--- src/rtl/an_indicator_pkg.sv ---
// constants for the expansion status and indicator configuration registers
package an_indicator_pkg;
  // register addresses
  localparam logic [4:0] REG_AN_EXPANSION   = 5'h06;
  localparam logic [4:0] REG_INDICATOR_CFG  = 5'h10;
  // expansion status fields
  localparam int         EXP_PAR_FAULT      = 4;
  localparam int         EXP_LP_NEXT_PAGE   = 3;
  localparam int         EXP_PAGE_RX        = 1;
  localparam int         EXP_LP_AN_ABLE     = 0;
  // indicator configuration fields
  localparam int         CFG_SCRATCH_MSB    = 15;
  localparam int         CFG_SCRATCH_LSB    = 12;
  localparam int         CFG_PULSE_TUNE     = 8;
  localparam int         CFG_C_SEL_LSB      = 6;
  localparam int         CFG_B_SEL_LSB      = 4;
  localparam int         CFG_A_SEL_LSB      = 2;
  localparam int         CFG_LINK_ALG       = 1;
  localparam int         CFG_STRETCH_DIS    = 0;
  // reset values
  localparam logic [3:0] RST_SCRATCH        = 4'h0;
  localparam logic [1:0] RST_SEL            = 2'h0;
  localparam logic       RST_BIT            = 1'b0;
  // management frame layout
  localparam logic [5:0] PREAMBLE_ONES      = 6'h20;
  localparam logic [4:0] HDR_LAST           = 5'h0c;
  localparam logic [4:0] DATA_LAST          = 5'h0f;
  localparam logic [1:0] OP_READ            = 2'h2;
  localparam logic [1:0] OP_WRITE           = 2'h1;
  localparam logic [4:0] PHY_ADDR_DEFAULT   = 5'h00;
  // indicator stretch timing
  localparam int         CLK_FREQ_KHZ       = 200000;
  localparam int         STRETCH_TIME_MS    = 50;
  localparam int         STRETCH_CYCLES     = STRETCH_TIME_MS * CLK_FREQ_KHZ;
  localparam int         STRETCH_W          = 24;
endpackage

--- src/rtl/an_expansion_and_indicator_regs.sv ---
// expansion status and indicator configuration registers behind the management port
`timescale 1ns/1ps
module an_expansion_and_indicator_regs
  import an_indicator_pkg::*;
#(
  parameter int unsigned stretch_cycles = STRETCH_CYCLES,
  parameter logic [4:0]  phy_addr       = PHY_ADDR_DEFAULT
) (
  // clock and reset
  input  wire logic clk,
  input  wire logic rst_n,
  // management port
  input  wire logic mdc,
  input  wire logic mdio_in,
  output logic      mdio_out,
  output logic      mdio_oe,
  // auto-negotiation status
  input  wire logic par_det_fault,
  input  wire logic page_received,
  input  wire logic lp_next_page_able,
  input  wire logic lp_an_able,
  // indicator sources
  input  wire logic tx_activity,
  input  wire logic rx_activity,
  input  wire logic link_up,
  input  wire logic half_duplex,
  input  wire logic speed_100,
  input  wire logic collision,
  // indicators and controls
  output logic      port_indicator_a,
  output logic      port_indicator_b,
  output logic      port_indicator_c,
  output logic      tx_pulse_tune,
  output logic      link_alg_sel
);
  typedef enum logic [1:0] {ST_PRE, ST_HDR, ST_TA, ST_DATA} frame_state_e;

  frame_state_e state;
  logic [2:0]   mdc_sync;
  logic [2:0]   mdio_sync;
  logic         mdc_level;
  logic         mdc_rise;
  logic         bit_in;
  logic [5:0]   ones;
  logic [4:0]   cnt;
  logic [12:0]  hdr;
  logic [12:0]  next_hdr;
  logic         is_read;
  logic [4:0]   reg_addr;
  logic [15:0]  shift;
  logic [15:0]  read_word;
  logic         rd_clear;
  logic         wr_commit;
  logic         par_fault_flag;
  logic         page_rx_flag;
  logic [3:0]   scratch;
  logic [1:0]   sel_a;
  logic [1:0]   sel_b;
  logic [1:0]   sel_c;
  logic         stretch_disable;
  logic [2:0]   src;
  logic [2:0]   ind;

  // pin synchronisers
  always_ff @(posedge clk or negedge rst_n) begin
    if (!rst_n) begin
      mdc_sync  <= 3'h0;
      mdio_sync <= 3'h7;
      mdc_level <= 1'b0;
    end else begin
      mdc_sync  <= {mdc_sync[1:0], mdc};
      mdio_sync <= {mdio_sync[1:0], mdio_in};
      if (mdc_sync[1] == mdc_sync[2]) mdc_level <= mdc_sync[2];
    end
  end

  assign mdc_rise = (mdc_sync[1] == mdc_sync[2]) && mdc_sync[2] && !mdc_level;
  assign bit_in   = mdio_sync[2];
  assign next_hdr = {hdr[11:0], bit_in};

  // register read data
  always_comb begin
    read_word = 16'h0000;
    if (reg_addr == REG_AN_EXPANSION) begin
      read_word[EXP_PAR_FAULT]    = par_fault_flag;
      read_word[EXP_LP_NEXT_PAGE] = lp_next_page_able;
      read_word[EXP_PAGE_RX]      = page_rx_flag;
      read_word[EXP_LP_AN_ABLE]   = lp_an_able;
    end else if (reg_addr == REG_INDICATOR_CFG) begin
      read_word[CFG_SCRATCH_MSB:CFG_SCRATCH_LSB] = scratch;
      read_word[CFG_PULSE_TUNE]                  = tx_pulse_tune;
      read_word[CFG_C_SEL_LSB+:2]                = sel_c;
      read_word[CFG_B_SEL_LSB+:2]                = sel_b;
      read_word[CFG_A_SEL_LSB+:2]                = sel_a;
      read_word[CFG_LINK_ALG]                    = link_alg_sel;
      read_word[CFG_STRETCH_DIS]                 = stretch_disable;
    end
  end

  // management frame engine
  always_ff @(posedge clk or negedge rst_n) begin
    if (!rst_n) begin
      state     <= ST_PRE;
      ones      <= 6'h00;
      cnt       <= 5'h00;
      hdr       <= 13'h0000;
      is_read   <= 1'b0;
      reg_addr  <= 5'h00;
      shift     <= 16'h0000;
      mdio_out  <= 1'b0;
      mdio_oe   <= 1'b0;
      rd_clear  <= 1'b0;
      wr_commit <= 1'b0;
    end else begin
      rd_clear  <= 1'b0;
      wr_commit <= 1'b0;
      if (mdc_rise) begin
        case (state)
          ST_PRE: begin
            if (bit_in) begin
              if (ones != PREAMBLE_ONES) ones <= ones + 6'h01;
            end else if (ones == PREAMBLE_ONES) begin
              state <= ST_HDR;
              cnt   <= 5'h00;
              ones  <= 6'h00;
            end else begin
              ones <= 6'h00;
            end
          end
          ST_HDR: begin
            hdr <= next_hdr;
            cnt <= cnt + 5'h01;
            if (cnt == HDR_LAST) begin
              reg_addr <= next_hdr[4:0];
              is_read  <= (next_hdr[11:10] == OP_READ);
              cnt      <= 5'h00;
              if (next_hdr[12] && next_hdr[9:5] == phy_addr &&
                  (next_hdr[11:10] == OP_READ || next_hdr[11:10] == OP_WRITE)) begin
                state <= ST_TA;
              end else begin
                state <= ST_PRE;
              end
            end
          end
          ST_TA: begin
            cnt <= cnt + 5'h01;
            if (cnt == 5'h00) begin
              if (is_read) begin
                mdio_oe  <= 1'b1;
                mdio_out <= 1'b0;
                shift    <= read_word;
                rd_clear <= (reg_addr == REG_AN_EXPANSION);
              end
            end else begin
              state <= ST_DATA;
              cnt   <= 5'h00;
              if (is_read) begin
                mdio_out <= shift[15];
                shift    <= {shift[14:0], 1'b0};
              end
            end
          end
          ST_DATA: begin
            cnt <= cnt + 5'h01;
            if (is_read) begin
              mdio_out <= shift[15];
              shift    <= {shift[14:0], 1'b0};
            end else begin
              shift <= {shift[14:0], bit_in};
            end
            if (cnt == DATA_LAST) begin
              state     <= ST_PRE;
              mdio_oe   <= 1'b0;
              mdio_out  <= 1'b0;
              wr_commit <= !is_read && (reg_addr == REG_INDICATOR_CFG);
            end
          end
          default: state <= ST_PRE;
        endcase
      end
    end
  end

  // latching-high status flags, a set beats a read clear
  always_ff @(posedge clk or negedge rst_n) begin
    if (!rst_n) begin
      par_fault_flag <= 1'b0;
      page_rx_flag   <= 1'b0;
    end else begin
      par_fault_flag <= par_det_fault | (par_fault_flag & ~rd_clear);
      page_rx_flag   <= page_received | (page_rx_flag & ~rd_clear);
    end
  end

  // indicator configuration register
  always_ff @(posedge clk or negedge rst_n) begin
    if (!rst_n) begin
      scratch         <= RST_SCRATCH;
      tx_pulse_tune   <= RST_BIT;
      sel_c           <= RST_SEL;
      sel_b           <= RST_SEL;
      sel_a           <= RST_SEL;
      link_alg_sel    <= RST_BIT;
      stretch_disable <= RST_BIT;
    end else if (wr_commit) begin
      scratch         <= shift[CFG_SCRATCH_MSB:CFG_SCRATCH_LSB];
      tx_pulse_tune   <= shift[CFG_PULSE_TUNE];
      sel_c           <= shift[CFG_C_SEL_LSB+:2];
      sel_b           <= shift[CFG_B_SEL_LSB+:2];
      sel_a           <= shift[CFG_A_SEL_LSB+:2];
      link_alg_sel    <= shift[CFG_LINK_ALG];
      stretch_disable <= shift[CFG_STRETCH_DIS];
    end
  end

  // source selection
  always_comb begin
    case (sel_a)
      2'h0:    src[0] = tx_activity;
      2'h1:    src[0] = rx_activity;
      2'h2:    src[0] = link_up;
      default: src[0] = half_duplex;
    endcase
    case (sel_b)
      2'h0:    src[1] = rx_activity;
      2'h1:    src[1] = link_up;
      2'h2:    src[1] = half_duplex;
      default: src[1] = speed_100;
    endcase
    case (sel_c)
      2'h0:    src[2] = link_up;
      2'h1:    src[2] = half_duplex;
      2'h2:    src[2] = speed_100;
      default: src[2] = collision;
    endcase
  end

  for (genvar i = 0; i < 3; i++) begin : g_ind
    indicator_stretch #(
      .hold_cycles     (stretch_cycles)
    ) u_stretch (
      .clk             (clk),
      .rst_n           (rst_n),
      .stretch_disable (stretch_disable),
      .source          (src[i]),
      .indicator       (ind[i])
    );
  end

  assign port_indicator_a = ind[0];
  assign port_indicator_b = ind[1];
  assign port_indicator_c = ind[2];
endmodule // an_expansion_and_indicator_regs

--- src/rtl/indicator_stretch.sv ---
// one indicator output with optional stretch of its active time
`timescale 1ns/1ps
module indicator_stretch
  import an_indicator_pkg::*;
#(
  parameter int unsigned hold_cycles = STRETCH_CYCLES
) (
  // clock and reset
  input  wire logic clk,
  input  wire logic rst_n,
  // control and source
  input  wire logic stretch_disable,
  input  wire logic source,
  // indicator
  output logic      indicator
);
  logic [STRETCH_W-1:0] hold;

  always_ff @(posedge clk or negedge rst_n) begin
    if (!rst_n) begin
      hold      <= '0;
      indicator <= 1'b0;
    end else if (stretch_disable) begin
      hold      <= '0;
      indicator <= source;
    end else if (source) begin
      hold      <= STRETCH_W'(hold_cycles);
      indicator <= 1'b1;
    end else begin
      if (hold != '0) hold <= hold - 1'b1;
      indicator <= (hold > STRETCH_W'(1));
    end
  end
endmodule // indicator_stretch

--- config.mk ---
export PLATFORM = sky130hd
export DESIGN_NAME = an_expansion_and_indicator_regs
export DESIGN_NICKNAME = d
export VERILOG_FILES = /design/src/rtl/an_indicator_pkg.sv /design/src/rtl/an_expansion_and_indicator_regs.sv /design/src/rtl/indicator_stretch.sv
export SDC_FILE = /design/constraint.sdc
export NUM_CORES = 1
export LEC_CHECK = 0
export ABC_AREA = 1
export BUFFER_PORTS_ARGS = -buffer_cell sky130_fd_sc_hd__clkbuf_2
export CORE_MARGIN = 2
export CORE_UTILIZATION = 50
export CTS_CLUSTER_SIZE = 14
export DETAILED_ROUTE_END_ITERATION = 10
export PLACE_DENSITY = 0.66
export SKIP_CTS_REPAIR_TIMING = 1
export SLEW_MARGIN = 20
export SYNTH_ARGS = -nofsm -noshare
export SYNTH_HDL_FRONTEND = slang
export SYNTH_SLANG_ARGS = --single-unit
export TNS_END_PERCENT = 20
--- constraint.sdc ---
create_clock -name clk -period 3.3 [get_ports clk]
set_input_delay 0.165 -clock clk [delete_from_list [all_inputs] [get_ports clk]]
set_output_delay 0.165 -clock clk [all_outputs]
set_load 0.1 [all_outputs]
==> out/metrics.yaml <==
sta:
  hold_viol_final: 0
  setup_viol: 0
  fmax_mhz: 459
  fin_skew_ns: 0.00913
  worst_pin_slew_ns: 0.734
  fin_crit_sh_pct: 66.0
  rsz0062_at_grt: "no"
  whs_ns: 0.143
  max_slew_margin_pct: 51.0
  fin_tns_setup_ns: 0
  post-route-min-period_ns: 2.18
  slew_violations: 0
finish:
  final_nets: 1100
  diodes: 0
  area_delta_synth_final_pct: 12.2
  final_common_cell: "nand2_1"
  final_cell_mix: "nand2_1 (244), nor2_1 (186), dfrtp_1 (145)"
  layout-drive-gt1-share_pct: 12.7
global_route:
  grt_antenna_before_repair: 0
  grt_pass1_vias: 6028
  grt.total_usage_pct: 20.7
  gr-total-overflow: 0
  grt_max_degree: 69
  grt_pass1_wl_um: 28000
worst_setup_path:
  worstPathMaxFanout: 20
  regToRegStartpoint: "mdc_sync[1]$_DFF_PN0_"
  r2r_setup_slack_ns: 1.12
  worst_ep_arrival_time_ns: 2.51
  critical_path_required_ns: 3.63
  cp-start-kind: "flop"
  regToRegEndpoint: "shift[5]$_DFFE_PN0P_"
  crit_path_end_kind: "flop"
  reg2regPathDepth: 9
  crit_type: "flop to flop"
place:
  gp_congestion: 0.839
  io_buffers: 20
  dp_hpwl_um: 11600
power:
  p_per_area_mw_per_mm2: 489
  p_leak_nw: 4.14
  ir_worst_vdd_uv: 367
yosys:
  synth_edf_count: 0
  syn-num-nets: 1066
  ys_seq_area_share_pct: 46.6
  netlist_instances: 1036
  synth_area_mm2: 0.00796
  yosysUniqueCellTypes: 42
  async_flop_share_pct: 100
  synth_seq_cells: 148
  yosys_warnings: 0
  synth_ff_type: "dfrtp_1"
  avgSynthCellArea_um2: 7.68
route:
  wl_per_cell_um: 12.5
  drtPass1Iterations: 5
  vias: 6536
  wl_um: 16300
  drcViolationCount: 0
  vias_per_cell: 5.03
  first_iter_violations: 338
  ant_nets: 0
clock_network:
  cts_tree: "built"
  cts.htree.levels: 4
  clkTransAtPathRegs_ns: 0.06
  cts_buffers: 17
  clk_latency_ns: 0.42
  clock-sinks: 148
  clockBufferDepth: 2
  cts-root-buf: "clkbuf_16"
floorplanning:
  core-area_mm2: 0.0157
  initial_core_util_pct: 50.6
  ios: 21
  fp.dieArea_mm2: 0.0169
  die_y_um: 130
  die_w_um: 130
  rows: 46
run_status:
  status: "finished, final reports clean"
worst_hold_path:
  hold_class: "input pin to flop"
  min_to: "shift[0]$_DFFE_PN0P_"
  hold_depth: 5
  worstHoldStart: "lp_an_able"
run:
  cap_viol_max_count: 0
-- flip-flops by register name, summed over array words and instances (netlist names), 2 cells and up, named ones only --
name and cells:
reg_addr 5, cnt 5, ones 6, sel_b 2, mdio_sync 3, sel_a 2, hdr 12, g_ind.u_stretch.hold 72
mdc_sync 3, sel_c 2, scratch 4, shift 16, g_ind.u_stretch.indicator 3
-- synth_stat cells, types with 3 or more instances --
library cell  count  share of area (%)
nor2_4            8                1.1
nor2_1          186                8.8
clkbuf_1          3               0.14
buf_6             4               0.57
ha_1             16                2.5
buf_2             3               0.19
nand2_1         244                 12
or2_2             5               0.39
o22ai_1           7               0.55
xor2_1           16                1.8
nand3_1          79                5.0
dfrtp_1         145                 46
o21ai_2           6               0.66
nand4_1          18                1.4
o211ai_1          4               0.38
o31ai_1           4               0.38
o21ai_1          24                1.5
nor2_2           19                1.5
xnor2_1          14                1.5
inv_1           103                4.9
o21ai_0          34                2.1
nand2_2          14                1.1
inv_2            24                1.1
nor3_1            8               0.50
a21oi_1          23                1.4
dfstp_2           3               0.99
-- area by class of cell --
type / count / area, µm²
flip-flops and latches: 148 / 3710
clock buffers: 20 / 447
well taps: 216 / 270
repair buffers: 27 / 184
clock inverters: 12 / 156
fillers: 1476 / 6780
inverters: 127 / 477
multi-input cells: 749 / 3690
-- worst max path at each step --
stage / startpoint / endpoint / slack, ns
detailed placement: mdc_sync[1]$_DFF_PN0_ / shift[5]$_DFFE_PN0P_ / 1.12
CTS: mdc_sync[1]$_DFF_PN0_ / shift[5]$_DFFE_PN0P_ / 1.10
finish: mdc_sync[1]$_DFF_PN0_ / shift[5]$_DFFE_PN0P_ / 1.12
floorplan: mdio_out$_DFFE_PN0P_ / mdio_out$_DFFE_PN0P_ / 1.77
global route: mdc_sync[1]$_DFF_PN0_ / shift[12]$_DFFE_PN0P_ / 0.91
global placement: mdc_sync[1]$_DFF_PN0_ / shift[5]$_DFFE_PN0P_ / 1.22
-- worst max-delay path, stage by stage (launching register included) --
cell      delay (ns)
dfrtp_1         0.35
ha_1            0.14
inv_1           0.04
nor2_1          0.20
inv_2           0.12
nor2_2          0.60
nand2_1         0.26
inv_2           0.22
nand2_1         0.07
o211ai_1        0.09
-- per-stage QoR --
stage	power, mW	setup slack (ns)	utilization (%)	std cells	cell area (µm²)
CTS	4.42	1.10	56.5	1294	8880
finish	4.36	1.12	56.8	1299	8930
floorplan	2.30	1.77	-	1036	7960
detailed placement	2.43	1.12	52.7	1262	8280
global placement	2.41	1.22	52.7	1262	8280
global route	4.59	0.910	56.8	1299	8930
-- power by group --
| part | switching (mW) | internal [mW] |
|---|---|---|
| Clock | 0.762 | 1.21 |
| Sequential | 0.0669 | 1.89 |
| Combinational | 0.295 | 0.147 |
| Total | 1.12 | 3.24 |
-- metal layers --
metal  vias to the layer above  routed length, µm  global-route usage (%)
li1                       3368                  -                       -
met1                      3082               8220                    28.9
met2                        75               7490                    32.4
met3                        11                447                    5.08
met4                         0                134                    5.69
met5                         -                  0                       0
-- kinds of logic (layout without fill, tap and decap cells) --
| kind of cell | Yosys count | count (layout) | synth area share [%] |
|---|---|---|---|
| simple gates | 594 | 594 | 32.7 |
| fa+ha+maj | 16 | 16 | 2.52 |
| buf+inv | 139 | 186 | 7.08 |
| flops | 148 | 148 | 46.6 |
| mux | 1 | 1 | 0.141 |
| xor+xnor | 30 | 30 | 3.30 |
| compound gates | 108 | 108 | 7.67 |
Note: power is estimated with default switching activity, not from simulation.
